===== src/rtl/csda_pkg.sv =====
package csda_pkg;

   // register byte offsets on the bus
   localparam logic [7:0] OFF_CTRL   = 8'h00;
   localparam logic [7:0] OFF_WORK   = 8'h04;
   localparam logic [7:0] OFF_FLAGS  = 8'h08;
   localparam logic [7:0] OFF_BANK   = 8'h0C;
   localparam logic [7:0] OFF_INDEX  = 8'h10;
   localparam logic [7:0] OFF_STATE  = 8'h14;
   localparam logic [7:0] OFF_SKIPS  = 8'h18;

   // field positions
   localparam int CTRL_EXT_BIT    = 0;
   localparam int FLAG_C_BIT      = 0;
   localparam int FLAG_DC_BIT     = 1;
   localparam int STATE_BUSY_BIT  = 0;
   localparam int STATE_SKIP_BIT  = 1;
   localparam int STATE_OPND_LSB  = 8;

   // reset values
   localparam logic [7:0]  RST_WORK  = 8'h00;
   localparam logic [3:0]  RST_BANK  = 4'h0;
   localparam logic [11:0] RST_INDEX = 12'h000;

   // bus answers
   localparam logic [1:0] RESP_OKAY   = 2'b00;
   localparam logic [1:0] RESP_SLVERR = 2'b10;

   // instruction encodings, upper seven bits of the word for compares
   localparam logic [6:0]  OPC_LESS    = 7'h30;
   localparam logic [6:0]  OPC_EQUAL   = 7'h31;
   localparam logic [6:0]  OPC_GREATER = 7'h32;
   localparam logic [15:0] WORD_DAW    = 16'h0007;

   // decimal adjust and addressing figures
   localparam logic [3:0] BCD_LIMIT        = 4'h9;
   localparam logic [3:0] BCD_FIX          = 4'h6;
   localparam logic [7:0] INDEXED_MAX      = 8'h5F;
   localparam logic [3:0] ACCESS_HIGH_BANK = 4'hF;

   // skip lengths in instruction cycles
   localparam logic [1:0] NOP_ONE_WORD = 2'd1;
   localparam logic [1:0] NOP_TWO_WORD = 2'd2;

   // default sys_clk cycles per quarter phase
   localparam int Q_DIV_DEFAULT = 4;

   typedef enum logic [1:0] {Q_ONE, Q_TWO, Q_THREE, Q_FOUR} csda_phase_type;
   typedef enum logic [2:0] {OP_NONE, OP_LESS, OP_EQUAL, OP_GREATER, OP_DAW} csda_op_type;
   typedef enum logic [1:0] {S_IDLE, S_EXEC, S_SKIP} csda_state_type;

   typedef struct packed {
      logic        valid;
      logic [15:0] word;
      logic        nextTwoWord;
   } csda_instr_type;

   typedef struct packed {
      logic        ready;
      logic        discard;
      logic        busy;
      logic        memRdEn;
      logic [11:0] memAddr;
   } csda_pipe_type;

endpackage


===== src/rtl/csda_qphase.sv =====
`timescale 1ns/10ps
module csda_qphase #(
   parameter int DIV = 4
) (
   input  wire logic                     sys_clk,
   input  wire logic                     rst,
   output logic                          qTick,
   output csda_pkg::csda_phase_type      qPhase
);
   import csda_pkg::*;

   logic [15:0] divCnt_r;

   // one enable pulse every DIV clocks
   always_ff @(posedge sys_clk or posedge rst)
   begin
      if (rst)
      begin
         divCnt_r <= 16'h0000;
         qTick    <= 1'b0;
      end
      else
      begin
         qTick <= (divCnt_r == 16'(DIV - 1));
         if (divCnt_r == 16'(DIV - 1))
            divCnt_r <= 16'h0000;
         else
            divCnt_r <= divCnt_r + 16'h0001;
      end
   end

   // phase shown during a tick is the phase that tick executes
   always_ff @(posedge sys_clk or posedge rst)
   begin
      if (rst)
         qPhase <= Q_ONE;
      else if (qTick)
      begin
         case (qPhase)
            Q_ONE:   qPhase <= Q_TWO;
            Q_TWO:   qPhase <= Q_THREE;
            Q_THREE: qPhase <= Q_FOUR;
            default: qPhase <= Q_ONE;
         endcase
      end
   end

endmodule


===== src/rtl/csda_alu.sv =====
`timescale 1ns/10ps
module csda_alu (
   input  csda_pkg::csda_op_type  op,
   input  wire logic [7:0]        fileVal,
   input  wire logic [7:0]        work,
   input  wire logic              carry,
   input  wire logic              digitCarry,
   output logic                   skipHit,
   output logic [7:0]             dawValue,
   output logic                   dawCarry
);
   import csda_pkg::*;

   logic [8:0] diff;
   logic       borrow;
   logic       zero;
   logic [3:0] loNib;
   logic [4:0] hiSum;
   logic [4:0] hiRes;

   // unsigned subtraction, difference only steers the skip
   assign diff   = {1'b0, fileVal} - {1'b0, work};
   assign borrow = diff[8];
   assign zero   = (diff[7:0] == 8'h00);

   always_comb
   begin
      case (op)
         OP_EQUAL:   skipHit = zero;
         OP_GREATER: skipHit = !borrow && !zero;
         OP_LESS:    skipHit = borrow;
         default:    skipHit = 1'b0;
      endcase
   end

   // low nibble fix
   assign loNib = ((work[3:0] > BCD_LIMIT) || digitCarry)
                  ? 4'(work[3:0] + BCD_FIX) : work[3:0];

   // high nibble takes digit carry, plus six when over nine or carry set
   assign hiSum = {1'b0, work[7:4]} + {4'h0, digitCarry};
   assign hiRes = ((hiSum > {1'b0, BCD_LIMIT}) || carry)
                  ? 5'(hiSum + {1'b0, BCD_FIX}) : hiSum;

   assign dawValue = {hiRes[3:0], loNib};
   assign dawCarry = hiRes[4] | carry;

endmodule


===== src/rtl/csda_core.sv =====
// Notes on behaviour
// - equal compare skips next instruction when file equals working register; flags untouched.
// - greater compare skips only when file, unsigned, exceeds working register; flags untouched.
// - less compare skips only when file, unsigned, is below working register; flags untouched.
// - skip discards fetched instruction, runs one nop cycle; compare takes one cycle, two or three when it skips.
// - skip over a two-word instruction totals three cycles; skipped cycles do nothing.
// - access bit 0 picks access bank; access bit 1 picks bank from bank select.
// - access bit 0, extended set on, file at most 95: indexed literal offset address.
// - decimal adjust adds six to low nibble if above nine or digit carry; one cycle.
// - high nibble gets digit carry, plus six if sum above nine or carry; carry updated.
`timescale 1ns/10ps
module csda_core #(
   parameter int Q_DIV = csda_pkg::Q_DIV_DEFAULT
) (
   input  wire logic                sys_clk,
   input  wire logic                rst,
   input  wire logic [7:0]          s_axi_awaddr,
   input  wire logic                s_axi_awvalid,
   output logic                     s_axi_awready,
   input  wire logic [31:0]         s_axi_wdata,
   input  wire logic [3:0]          s_axi_wstrb,
   input  wire logic                s_axi_wvalid,
   output logic                     s_axi_wready,
   output logic [1:0]               s_axi_bresp,
   output logic                     s_axi_bvalid,
   input  wire logic                s_axi_bready,
   input  wire logic [7:0]          s_axi_araddr,
   input  wire logic                s_axi_arvalid,
   output logic                     s_axi_arready,
   output logic [31:0]              s_axi_rdata,
   output logic [1:0]               s_axi_rresp,
   output logic                     s_axi_rvalid,
   input  wire logic                s_axi_rready,
   input  csda_pkg::csda_instr_type instrIn,
   output csda_pkg::csda_pipe_type  pipeOut,
   input  wire logic [7:0]          memRdData
);
   import csda_pkg::*;

   logic           qTick;
   csda_phase_type qPhase;
   logic           awHeld_r;
   logic           wHeld_r;
   logic [7:0]     awAddr_r;
   logic [31:0]    wData_r;
   logic [3:0]     wStrb_r;
   logic           doWrite;
   logic           wrHit;
   logic [31:0]    rdMux;
   logic           rdHit;
   logic           extEn_r;
   logic [7:0]     work_r;
   logic           carry_r;
   logic           digitCarry_r;
   logic [3:0]     bank_r;
   logic [11:0]    indexBase_r;
   logic [15:0]    skipCount_r;
   logic           lastSkip_r;
   logic [7:0]     operand_r;
   csda_state_type state_r;
   csda_op_type    op_r;
   csda_op_type    opDecoded;
   logic [7:0]     file_r;
   logic           access_r;
   logic           twoWord_r;
   logic [1:0]     nopLeft_r;
   logic [11:0]    effAddr;
   logic           skipHit;
   logic [7:0]     dawValue;
   logic           dawCarry;
   logic           isCompare;
   logic           decide;
   logic           dawCommit;

   function automatic logic [31:0] mergeLanes(input logic [31:0] oldVal,
                                              input logic [31:0] newVal,
                                              input logic [3:0]  strb);
      logic [31:0] mask;
      mask = {{8{strb[3]}}, {8{strb[2]}}, {8{strb[1]}}, {8{strb[0]}}};
      return (oldVal & ~mask) | (newVal & mask);
   endfunction

   csda_qphase #(
      .DIV (Q_DIV)
   ) u_qphase (
      .sys_clk (sys_clk),
      .rst     (rst),
      .qTick   (qTick),
      .qPhase  (qPhase)
   );

   csda_alu u_alu (
      .op         (op_r),
      .fileVal    (operand_r),
      .work       (work_r),
      .carry      (carry_r),
      .digitCarry (digitCarry_r),
      .skipHit    (skipHit),
      .dawValue   (dawValue),
      .dawCarry   (dawCarry)
   );

   // bus write channels: address and data in either order
   assign doWrite = awHeld_r && wHeld_r && !s_axi_bvalid;
   assign wrHit   = (awAddr_r == OFF_CTRL) || (awAddr_r == OFF_WORK)
                    || (awAddr_r == OFF_FLAGS) || (awAddr_r == OFF_BANK)
                    || (awAddr_r == OFF_INDEX) || (awAddr_r == OFF_STATE)
                    || (awAddr_r == OFF_SKIPS);

   always_ff @(posedge sys_clk or posedge rst)
   begin
      if (rst)
      begin
         awHeld_r      <= 1'b0;
         wHeld_r       <= 1'b0;
         awAddr_r      <= 8'h00;
         wData_r       <= 32'h0000_0000;
         wStrb_r       <= 4'h0;
         s_axi_awready <= 1'b0;
         s_axi_wready  <= 1'b0;
         s_axi_bvalid  <= 1'b0;
         s_axi_bresp   <= RESP_OKAY;
      end
      else
      begin
         if (s_axi_awvalid && s_axi_awready)
         begin
            awHeld_r      <= 1'b1;
            awAddr_r      <= s_axi_awaddr;
            s_axi_awready <= 1'b0;
         end
         else if (!awHeld_r && !s_axi_bvalid)
            s_axi_awready <= 1'b1;
         if (s_axi_wvalid && s_axi_wready)
         begin
            wHeld_r      <= 1'b1;
            wData_r      <= s_axi_wdata;
            wStrb_r      <= s_axi_wstrb;
            s_axi_wready <= 1'b0;
         end
         else if (!wHeld_r && !s_axi_bvalid)
            s_axi_wready <= 1'b1;
         if (doWrite)
         begin
            awHeld_r     <= 1'b0;
            wHeld_r      <= 1'b0;
            s_axi_bvalid <= 1'b1;
            s_axi_bresp  <= wrHit ? RESP_OKAY : RESP_SLVERR;
         end
         else if (s_axi_bvalid && s_axi_bready)
            s_axi_bvalid <= 1'b0;
      end
   end

   // read mux
   always_comb
   begin
      rdMux = 32'h0000_0000;
      rdHit = 1'b1;
      case (s_axi_araddr)
         OFF_CTRL:  rdMux[CTRL_EXT_BIT] = extEn_r;
         OFF_WORK:  rdMux[7:0] = work_r;
         OFF_FLAGS:
         begin
            rdMux[FLAG_C_BIT]  = carry_r;
            rdMux[FLAG_DC_BIT] = digitCarry_r;
         end
         OFF_BANK:  rdMux[3:0] = bank_r;
         OFF_INDEX: rdMux[11:0] = indexBase_r;
         OFF_STATE:
         begin
            rdMux[STATE_BUSY_BIT] = (state_r != S_IDLE);
            rdMux[STATE_SKIP_BIT] = lastSkip_r;
            rdMux[STATE_OPND_LSB +: 8] = operand_r;
         end
         OFF_SKIPS: rdMux[15:0] = skipCount_r;
         default:   rdHit = 1'b0;
      endcase
   end

   always_ff @(posedge sys_clk or posedge rst)
   begin
      if (rst)
      begin
         s_axi_arready <= 1'b0;
         s_axi_rvalid  <= 1'b0;
         s_axi_rdata   <= 32'h0000_0000;
         s_axi_rresp   <= RESP_OKAY;
      end
      else if (s_axi_arvalid && s_axi_arready)
      begin
         s_axi_arready <= 1'b0;
         s_axi_rvalid  <= 1'b1;
         s_axi_rdata   <= rdMux;
         s_axi_rresp   <= rdHit ? RESP_OKAY : RESP_SLVERR;
      end
      else if (s_axi_rvalid && s_axi_rready)
      begin
         s_axi_rvalid  <= 1'b0;
         s_axi_arready <= 1'b1;
      end
      else if (!s_axi_rvalid)
         s_axi_arready <= 1'b1;
   end

   // software settings
   always_ff @(posedge sys_clk or posedge rst)
   begin
      if (rst)
      begin
         extEn_r     <= 1'b0;
         bank_r      <= RST_BANK;
         indexBase_r <= RST_INDEX;
      end
      else if (doWrite)
      begin
         if (awAddr_r == OFF_CTRL && wStrb_r[0])
            extEn_r <= wData_r[CTRL_EXT_BIT];
         if (awAddr_r == OFF_BANK)
            bank_r <= 4'(mergeLanes({28'h000_0000, bank_r}, wData_r, wStrb_r));
         if (awAddr_r == OFF_INDEX)
            indexBase_r <= 12'(mergeLanes({20'h0_0000, indexBase_r}, wData_r, wStrb_r));
      end
   end

   // instruction decode
   always_comb
   begin
      opDecoded = OP_NONE;
      if (instrIn.word[15:9] == OPC_LESS)
         opDecoded = OP_LESS;
      else if (instrIn.word[15:9] == OPC_EQUAL)
         opDecoded = OP_EQUAL;
      else if (instrIn.word[15:9] == OPC_GREATER)
         opDecoded = OP_GREATER;
      else if (instrIn.word == WORD_DAW)
         opDecoded = OP_DAW;
   end

   // operand address resolution
   always_comb
   begin
      if (access_r)
         effAddr = {bank_r, file_r};
      else if (extEn_r && (file_r <= INDEXED_MAX))
         effAddr = 12'(indexBase_r + {4'h0, file_r});
      else if (file_r > INDEXED_MAX)
         effAddr = {ACCESS_HIGH_BANK, file_r};
      else
         effAddr = {4'h0, file_r};
   end

   assign isCompare = (op_r == OP_LESS) || (op_r == OP_EQUAL) || (op_r == OP_GREATER);
   assign decide    = qTick && (qPhase == Q_FOUR) && (state_r == S_EXEC);
   assign dawCommit = decide && (op_r == OP_DAW);

   // instruction sequencing on quarter phases
   always_ff @(posedge sys_clk or posedge rst)
   begin
      if (rst)
      begin
         state_r   <= S_IDLE;
         op_r      <= OP_NONE;
         file_r    <= 8'h00;
         access_r  <= 1'b0;
         twoWord_r <= 1'b0;
         nopLeft_r <= 2'd0;
         operand_r <= 8'h00;
      end
      else if (qTick)
      begin
         case (state_r)
            S_IDLE:
               if (qPhase == Q_ONE && instrIn.valid && opDecoded != OP_NONE)
               begin
                  state_r   <= S_EXEC;
                  op_r      <= opDecoded;
                  access_r  <= instrIn.word[8];
                  file_r    <= instrIn.word[7:0];
                  twoWord_r <= instrIn.nextTwoWord;
               end
            S_EXEC:
            begin
               if (qPhase == Q_THREE && isCompare)
                  operand_r <= memRdData;
               if (qPhase == Q_FOUR)
               begin
                  if (isCompare && skipHit)
                  begin
                     state_r   <= S_SKIP;
                     nopLeft_r <= twoWord_r ? NOP_TWO_WORD : NOP_ONE_WORD;
                  end
                  else
                     state_r <= S_IDLE;
               end
            end
            S_SKIP:
               if (qPhase == Q_FOUR)
               begin
                  if (nopLeft_r == NOP_ONE_WORD)
                     state_r <= S_IDLE;
                  else
                     nopLeft_r <= nopLeft_r - 2'd1;
               end
            default: state_r <= S_IDLE;
         endcase
      end
   end

   // working register: decimal adjust wins over a software write
   always_ff @(posedge sys_clk or posedge rst)
   begin
      if (rst)
         work_r <= RST_WORK;
      else if (dawCommit)
         work_r <= dawValue;
      else if (doWrite && awAddr_r == OFF_WORK && wStrb_r[0])
         work_r <= wData_r[7:0];
   end

   // flags: compares never touch them, decimal adjust updates carry only
   always_ff @(posedge sys_clk or posedge rst)
   begin
      if (rst)
      begin
         carry_r      <= 1'b0;
         digitCarry_r <= 1'b0;
      end
      else
      begin
         if (dawCommit)
            carry_r <= dawCarry;
         else if (doWrite && awAddr_r == OFF_FLAGS && wStrb_r[0])
            carry_r <= wData_r[FLAG_C_BIT];
         if (doWrite && awAddr_r == OFF_FLAGS && wStrb_r[0])
            digitCarry_r <= wData_r[FLAG_DC_BIT];
      end
   end

   // skip history
   always_ff @(posedge sys_clk or posedge rst)
   begin
      if (rst)
      begin
         lastSkip_r  <= 1'b0;
         skipCount_r <= 16'h0000;
      end
      else if (decide && isCompare)
      begin
         lastSkip_r <= skipHit;
         if (skipHit)
            skipCount_r <= skipCount_r + 16'h0001;
      end
   end

   // pipeline outputs, all registered
   always_ff @(posedge sys_clk or posedge rst)
   begin
      if (rst)
         pipeOut <= '0;
      else
      begin
         pipeOut.ready   <= (state_r == S_IDLE);
         pipeOut.busy    <= (state_r != S_IDLE);
         pipeOut.discard <= decide && isCompare && skipHit;
         pipeOut.memRdEn <= qTick && (qPhase == Q_TWO) && (state_r == S_EXEC) && isCompare;
         pipeOut.memAddr <= effAddr;
      end
   end

endmodule


===== config.mk =====
export PLATFORM = sky130hd
export DESIGN_NAME = csda_core
export DESIGN_NICKNAME = d
export VERILOG_FILES = /design/src/rtl/csda_pkg.sv /design/src/rtl/csda_qphase.sv /design/src/rtl/csda_alu.sv /design/src/rtl/csda_core.sv
export SDC_FILE = /design/constraint.sdc
export NUM_CORES = 1
export LEC_CHECK = 0
export ABC_CLOCK_PERIOD_IN_PS = 6200
export BUFFER_PORTS_ARGS = -buffer_cell sky130_fd_sc_hd__buf_2
export CAP_MARGIN = 40
export CORE_MARGIN = 2
export CORE_UTILIZATION = 50
export DETAILED_ROUTE_END_ITERATION = 10
export PLACE_DENSITY_LB_ADDON = 0.1
export SKIP_CTS_REPAIR_TIMING = 1
export SYNTH_ARGS = -nofsm -noshare
export SYNTH_HDL_FRONTEND = slang
export SYNTH_SLANG_ARGS = --single-unit
export TNS_END_PERCENT = 50

===== constraint.sdc =====
create_clock -name sys_clk -period 6.2 [get_ports sys_clk]
set_input_delay 0.62 -clock sys_clk [delete_from_list [all_inputs] [get_ports sys_clk]]
set_output_delay 0.62 -clock sys_clk [all_outputs]
set_load 0.01 [all_outputs]

==> impl_metrics.csv, run 1 <==
group,metric,value,unit
drt,remaining_drc_errors,0,
timing,setup-violations-final,0,
logic_synthesis,synth_edf_count,0,
timing,skew,0.00797,ns
cells_and_area,n_fill_cell,1327,
floorplanning,num_io_pins,142,
timing,max_freq,311,MHz
drt,drtPass1Iterations,4,
drt,drtIter0Drc,361,
logic_synthesis,synth_cell_types,64,
worst_setup_path,required,6.51,ns
clocking,cts_buffers,17,
timing,drv_slew,0,
timing,period_minus_slack,3.21,ns
cells_and_area,ff_latch_area,0.00378,mm²
worst_setup_path,rr_endpoint,"nopLeft_r[0]$_DFFE_PP0P_",
worst_setup_path,worst-path-max-fanout,22,
cells_and_area,nNetsFinal,937,
drt,ant_nets,0,
grt,grt_pass1_vias,5700,
timing,tns,0,ns
clocking,clkSinkCount,151,
floorplanning,rows,45,
cells_and_area,mostFrequentLayoutCell,"dfrtp_1",
floorplanning,start_util,51.0,%
grt,grt_pass1_wl,28700,µm
place,placed_cells,990,
worst_setup_path,critical_path.reg2reg.startpoint,"operand_r[0]$_DFFE_PP0P_",
floorplanning,die-height,129,µm
logic_synthesis,async_reset_ff_share,100,%
logic_synthesis,synthCells,714,
cells_and_area,area_delta_synth_final,16.9,%
floorplanning,die-area,0.0165,mm²
timing,slew_headroom,44.8,%
drt,vias,5706,
clocking,worstSkewPairLatency,0.43,ns
logic_synthesis,synth-seq-cells,151,
logic_synthesis,seq_area_frac_synth,48.8,%
drt,drt-total-wl,17700,µm
place,gp_congestion,0.856,
worst_setup_path,cp-start-kind,"flip-flop",
cells_and_area,n_antenna_cell,0,
clocking,cts_tree,"yes",
cells_and_area,multi_input_area,0.00370,mm²
grt,grt_max_degree,76,
timing,grt_setup_unrepaired,"no",
logic_synthesis,synth_area,0.00775,mm²
grt,antenna_found_initial,0,
logic_synthesis,avgSynthCellArea,10.9,µm²
worst_setup_path,r2r_cells,11,
clocking,clockBufferDepth,2,
grt,overflow,0,
worst_setup_path,endpoint_kind,"flip-flop",
timing,tightest_slew,0.826,ns
floorplanning,dieWidth,129,µm
grt,track_usage,22.4,%
place,hpwlAfterDp,13200,µm
worst_setup_path,worstSetupPathType,"flip-flop to flip-flop",
timing,hold_viol_final,0,
timing,period_share,51.8,%
logic_synthesis,yosys_most_used_dff,"dfrtp_1",
logic_synthesis,yosys_warnings,0,
floorplanning,core-area,0.0152,mm²
clocking,clkTransAtPathRegs,0.06,ns
run_status,status,"finished, final reports clean",
clocking,cts_max_level,4,
cells_and_area,layout_common_cells,"dfrtp_1 (151), buf_2 (101), mux2_2 (66)",
power,power_density,307,mW/mm²
worst_setup_path,r2r_slack,2.99,ns
hold_path,min_path_type,"input port to async pin",
drt,viasPerCell,5.58,
cells_and_area,drive_gt1_share,25.9,%
power,power_leakage,4.37,nW
drt,detail_route.wl_per_cell,17.4,µm
clocking,root_buffer,"clkbuf_16",
flow_run,max-cap-violations,0,
power,vdd_drop_max,0.000318,V
place,io_buffers,101,
worst_setup_path,critPathArrivalTime,3.52,ns
cells_and_area,layout.cells.non_filler,1022,
[per-layer routing]
metal | wire, µm | part of all wire (%) | GRT usage, %
met5 | 0 | 0 | 0
met2 | 8910 | 50 | 37.5
met4 | 284 | 1.6 | 7.35
met3 | 639 | 3.6 | 4.91
met1 | 7910 | 45 | 29.2
[cells in the mapped netlist (18+ instances only)]
library cell | count | area, µm²
a21oi_1 | 25 | 125
nand3_1 | 22 | 110
dfrtp_1 | 151 | 3780
mux2_2 | 66 | 743
buf_4 | 18 | 135
xnor2_1 | 31 | 272
nor2_1 | 36 | 135
o21ai_0 | 38 | 190
ha_1 | 29 | 363
inv_1 | 32 | 120
nand2_1 | 63 | 236
[worst max path at each step]
stage,end,slack (ns),depth (start not counted),startpoint
floorplan,async pin,1.52,1,rst
CTS,nopLeft_r[0]$_DFFE_PP0P_,2.99,11,operand_r[0]$_DFFE_PP0P_
finish,nopLeft_r[0]$_DFFE_PP0P_,2.99,11,operand_r[0]$_DFFE_PP0P_
detailed placement,nopLeft_r[0]$_DFFE_PP0P_,3.00,11,operand_r[0]$_DFFE_PP0P_
global placement,file_r[5]$_DFFE_PP0P_,3.01,7,instrIn[11]
global route,nopLeft_r[0]$_DFFE_PP0P_,2.76,11,operand_r[0]$_DFFE_PP0P_
[kinds of logic (layout without fill, tap and decap cells)]
| family | Yosys count | after routing | synth area share [%] |
|---|---|---|---|
| buf+inv | 66 | 169 | 4.31 |
| other cells | 1 | 18 | 0.0484 |
| simple gates | 213 | 213 | 14.4 |
| mux | 79 | 79 | 11.4 |
| flops | 151 | 151 | 48.8 |
| compound gates | 127 | 127 | 10.7 |
| xor+xnor | 46 | 46 | 5.20 |
| fa+ha+maj | 31 | 31 | 5.20 |
[worst max-delay path: stages (launching register included)]
cell and delay [ns]:
dfrtp_1 0.35, inv_1 0.08, ha_1 0.24, fa_1 0.41, nand2b_1 0.19, a21oi_1 0.25, o31ai_1 0.16, o221ai_2 0.31
or3_4 0.20, nand4_4 0.32, or3_1 0.46, and3_1 0.15
[layout make-up]
type / count / area share (%)
flip-flops and latches: 151 / 41.7
multi-input cells: 514 / 40.9
repair buffers: 105 / 6.13
clock buffers: 21 / 5.31
well taps: 188 / 2.60
clock inverters: 11 / 1.99
inverters: 32 / 1.38
[through the flow]
stage	setup slack [ns]	utilization, %	hold WS [ns]	total power [mW]	area (µm²)
6_report	2.99	59.6	0.303	2.78	9060
5_1_grt	2.76	59.6	0.356	2.90	9060
4_1_cts	2.99	59.6	0.331	2.80	9060
3_5_place_dp	3.00	55.2	0.459	1.65	8400
3_3_place_gp	3.01	54.9	0.461	1.63	8350
2_1_floorplan	1.52	-	0.443	1.51	7810
[power breakdown]
part           switching [mW]  total [mW]  internal [mW]
logic                   0.202       0.399          0.197
clock network           0.425        1.15          0.724
registers               0.123        1.23           1.11
total                   0.751        2.78           2.03
No activity file was read; power rests on OpenSTA's default activity.
==> inputs of run 2 (changes only) <==
- ABC_CLOCK_PERIOD_IN_PS: 6200 -> 3000
- clock period: 6.2 -> 3 ns (I/O delays scaled with it)
==> run 2 against run 1 <==
  * Non-clock buffer count is 24 higher
  * Routed wire length hardly changed
  * Maximum frequency is 11% higher
  * First-iteration DRC count is 6.1% higher
  * Sequential share of layout area is 0.92 points lower
  * Critical path type unchanged
==> impl_metrics.csv, run 2 (synthesis gave the netlist of run 1 again) <==
group,metric,value,unit
timing,drv_slew,0,
worst_setup_path,r2r_cells,12,
place,preCtsSetupSlack,-0.0170,ns
clocking,clkTransAtPathRegs,0.06,ns
hold_path,min_path_type,"input port to flip-flop",
cells_and_area,nNetsFinal,961,
clocking,cts_tree,"yes",
cells_and_area,n_fill_cell,1253,
timing,period_share,96.1,%
timing,skew,0.00705,ns
cells_and_area,layout.cells.non_filler,1046,
drt,remaining_drc_errors,0,
cells_and_area,drive_gt1_share,28.1,%
worst_setup_path,critPathArrivalTime,3.20,ns
grt,grt.busiest_layer,"met2",
timing,tns,0,ns
floorplanning,core-area,0.0152,mm²
place,gp_congestion,0.840,
worst_setup_path,cp-start-kind,"flip-flop",
power,vdd_drop_max,0.000428,V
floorplanning,rows,45,
worst_setup_path,crit_path_start,"work_r[0]$_DFFE_PP0P_",
worst_setup_path,required,3.31,ns
cells_and_area,fin_util,60.9,%
worst_setup_path,endpoint_kind,"flip-flop",
power,power_density,613,mW/mm²
grt,grt.met3_usage,5.03,%
grt,grt_pass1_vias,5857,
timing,tightest_slew,0.604,ns
worst_setup_path,cp-endpoint,"skipCount_r[6]$_DFFE_PP0P_",
clocking,worstSkewPairLatency,0.42,ns
drt,drtPass1Iterations,5,
clocking,clkSinkCount,151,
floorplanning,start_util,51.0,%
cells_and_area,mostFrequentLayoutCell,"dfrtp_1",
clocking,clockBufferDepth,2,
clocking,cts_buffers,17,
place,hpwlAfterDp,13500,µm
timing,hold_ws,0.0534,ns
worst_setup_path,worst-path-max-fanout,5,
flow_run,max-cap-violations,0,
timing,slew_headroom,59.4,%
worst_setup_path,r2r_slack,0.12,ns
drt,detail_route.wl_per_cell,17.0,µm
place,placed_cells,1005,
cells_and_area,layout_common_cells,"dfrtp_1 (151), buf_2 (101), mux2_2 (66)",
drt,viasPerCell,5.59,
grt,grt_pass1_wl,28600,µm
run_status,status,"finished, final reports clean",
timing,period_minus_slack,2.88,ns
grt,grt_util_met2,37.4,%
grt,track_usage,22.3,%
timing,final.setup.worst_slack,0.116,ns
drt,vias,5842,
drt,drtIter0Drc,383,
clocking,cts_max_level,4,
worst_setup_path,critical_path.reg2reg.startpoint,"work_r[0]$_DFFE_PP0P_",
floorplanning,dieWidth,129,µm
power,power_leakage,4.49,nW
drt,ant_nets,0,
timing,setup-violations-final,0,
drt,drt-total-wl,17700,µm
place,io_buffers,101,
grt,grt_max_degree,65,
worst_setup_path,rr_endpoint,"skipCount_r[6]$_DFFE_PP0P_",
cells_and_area,area_delta_synth_final,19.5,%
grt,antenna_found_initial,0,
floorplanning,die-area,0.0165,mm²
grt,use_met1,28.1,%
clocking,root_buffer,"clkbuf_16",
timing,hold_viol_final,0,
floorplanning,die-height,129,µm
cells_and_area,n_antenna_cell,0,
floorplanning,num_io_pins,142,
timing,max_freq,347,MHz
grt,overflow,0,
worst_setup_path,worstSetupPathType,"flip-flop to flip-flop",
==> run 2: cell types whose count changed in the layout (fill, tap and decap cells not counted), sizes merged <==
cell           change
buf               +24
dlygate4sd3        +1
clkinvlp           +1
clkdlybuf4s15      -1
clkbuf             +1
inv                -3
clkinv             +1
==> run 2: report_power, final <==
group	leakage [nW]	internal, mW	switching (mW)
Sequential	1.99	2.30	0.243
Clock	0.305	1.44	0.837
Combinational	2.20	0.434	0.427
==> run 2: worst min-delay path by stage <==
stage                                   to                         from  slack, ns  depth (start not counted)
2_1_floorplan     s_axi_bvalid$_DFFE_PP0P_                 s_axi_bready       0.40                          1
3_3_place_gp   s_axi_rdata[12]$_DFFE_PP0P_  s_axi_rdata[12]$_DFFE_PP0P_       0.46                          2
3_5_place_dp   skipCount_r[15]$_DFFE_PP0P_  skipCount_r[15]$_DFFE_PP0P_       0.47                          1
4_1_cts           s_axi_bvalid$_DFFE_PP0P_                 s_axi_bready       0.04                          2
5_1_grt           s_axi_bvalid$_DFFE_PP0P_                 s_axi_bready       0.06                          2
6_report          s_axi_bvalid$_DFFE_PP0P_                 s_axi_bready       0.05                          2
==> run 2: worst max-delay path: stages, from the launching register on <==
cell,delay (ns)
dfrtp_1,0.43
ha_1,0.23
fa_2,0.36
nand2b_1,0.19
a21oi_2,0.23
o31ai_2,0.11
o2bb2ai_2,0.18
or3_4,0.41
nand4_4,0.12
buf_12,0.12
buf_4,0.12
nand4_1,0.12
xnor2_1,0.15
==> run 2: layout make-up <==
type | instances | area, µm² | area share [%]
Clock buffer | 22 | 464 | 5.01
Clock inverter | 10 | 168 | 1.81
Inverter | 32 | 124 | 1.34
Multi-Input combinational cell | 514 | 3720 | 40.2
Sequential cell | 151 | 3780 | 40.8
Tap cell | 188 | 235 | 2.54
Timing Repair Buffer | 129 | 768 | 8.30
==> run 2: through the flow <==
step           area, µm²  power, mW
2_1_floorplan       7820       3.11
3_3_place_gp        8510       3.38
3_5_place_dp        8510       3.42
4_1_cts             9140       5.71
5_1_grt             9260       5.95
6_report            9260       5.68
==> run 2: routing by layer <==
layer	part of all wire, %	wire length (µm)
met1	44	7760
met2	50	8790
met3	4.2	739
met4	2.5	438
met5	0	0
==> inputs of run 3 (changes only) <==
- CORE_UTILIZATION: 50 -> 29
==> run 3 against run 2 <==
  * The flow now finishes with violations (design-rule violations, negative hold slack)
  * Clock power down 8.8%
  * Final cell count up 14%
  * Utilization decreased by 25 points
  * First-iteration DRC count down 23%
  * Design area up 1.0%
  * Critical path type unchanged
  * Critical endpoint is now skipCount_r[1]$_DFFE_PP0P_
  * Largest power group unchanged
==> impl_metrics.csv, run 3 (synthesis gave the netlist of run 1 again) <==
group,metric,value,unit
run_status,status,"finished with violations",
run_status,violations,"design-rule violations, negative hold slack",
timing,tns,0,ns
floorplanning,die-area,0.0280,mm²
clocking,root_buffer,"clkbuf_16",
worst_setup_path,cp-start-kind,"flip-flop",
timing,final.setup.worst_slack,0.0949,ns
worst_setup_path,worstSetupPathType,"flip-flop to flip-flop",
worst_setup_path,required,3.30,ns
cells_and_area,n_antenna_cell,0,
place,gp_congestion,0.875,
timing,period_share,96.8,%
floorplanning,start_util,29.7,%
worst_setup_path,endpoint_kind,"flip-flop",
floorplanning,die-height,167,µm
cells_and_area,nNetsFinal,957,
clocking,clkTransAtPathRegs,0.07,ns
grt,grt_pass1_wl,32900,µm
cells_and_area,fin_util,35.8,%
drt,ant_nets,0,
cells_and_area,final_area,0.00935,mm²
timing,drv_slew,0,
grt,antenna_found_initial,0,
cells_and_area,mostFrequentLayoutCell,"dfrtp_1",
timing,hold_ws,-0.00768,ns
timing,hold_viol_final,17,
place,io_buffers,101,
cells_and_area,layout_common_cells,"dfrtp_1 (151), buf_2 (101), mux2_2 (66)",
clocking,clockBufferDepth,2,
power,finalPower,5.53,mW
drt,drtPass1Iterations,10,
power,power_leakage,4.44,nW
grt,overflow,0,
cells_and_area,layout.cells.non_filler,1189,
grt,track_usage,14.9,%
place,placed_cells,1157,
place,preCtsSetupSlack,-0.0838,ns
worst_setup_path,critPathArrivalTime,3.21,ns
drt,drt-total-wl,20300,µm
floorplanning,dieWidth,167,µm
floorplanning,num_io_pins,142,
worst_setup_path,worst-path-max-fanout,10,
grt,grt_pass1_vias,6034,
timing,period_minus_slack,2.91,ns
drt,viasPerCell,4.84,
timing,skew,0.0151,ns
hold_path,min_path_type,"input port to async pin",
clocking,cts_buffers,17,
clocking,cts_tree,"yes",
floorplanning,rows,59,
drt,drtIter0Drc,295,
grt,grt_max_degree,45,
timing,setup-violations-final,0,
place,hpwlAfterDp,15700,µm
power,power_density,591,mW/mm²
cells_and_area,drive_gt1_share,28.0,%
timing,max_freq,344,MHz
timing,tightest_slew,0.730,ns
drt,vias,5760,
flow_run,max-cap-violations,0,
power,vdd_drop_max,0.000342,V
timing,slew_headroom,51.2,%
drt,remaining_drc_errors,4,
place,placed_area,0.00873,mm²
cells_and_area,area_delta_synth_final,20.7,%
floorplanning,core-area,0.0261,mm²
drt,detail_route.wl_per_cell,17.1,µm
clocking,cts_max_level,4,
clocking,worstSkewPairLatency,0.42,ns
clocking,clkSinkCount,151,
## run 3: critical path, cell delays in order, from the launching register on
cell	delay [ns]
dfrtp_1	0.42
ha_1	0.24
fa_1	0.42
nand2b_4	0.18
a21oi_4	0.22
o21a_1	0.16
o221ai_2	0.13
or3_4	0.40
nand4_4	0.15
buf_12	0.14
mux2_2	0.32
## run 3: path summary, 6_finish.rpt
check	cells past startpoint	to	start	slack (ns)
setup reg to reg	10	skipCount_r[1]$_DFFE_PP0P_	work_r[0]$_DFFE_PP0P_	0.09
hold reg to reg	1	u_qphase.divCnt_r[15]$_DFF_PP0_	u_qphase.divCnt_r[15]$_DFF_PP0_	0.47
max in group asynchronous	4	operand_r[3]$_DFFE_PP0P_	rst	2.11
min in group sys_clk	2	s_axi_bvalid$_DFFE_PP0P_	s_axi_bready	0.06
setup / recovery	10	skipCount_r[1]$_DFFE_PP0P_	work_r[0]$_DFFE_PP0P_	0.09
hold / removal	2	pipeOut[7]$_DFF_PP0_	rst	-0.008
## run 3: layout make-up
type                       count  area [µm²]
clock inverter                14         140
clock buffer                  18         429
inverter                      32         124
tap                          335         419
fill                        2644       16800
multi-input combinational    514        3750
sequential                   151        3780
timing repair buffer         125         711
## run 3: power by group
part	internal, mW	switching, mW
Sequential	2.29	0.265
Clock	1.16	0.920
Combinational	0.434	0.450
## run 3: metal layers
metal	up-vias	track usage [%]	share of wire, %	wire [µm]
met1	2845	18.8	44	8990
met3	22	3.10	3.6	733
met4	0	4.99	2.2	442
met5	-	0	0	0
li1	2772	-	-	-
met2	121	25.6	50	10100
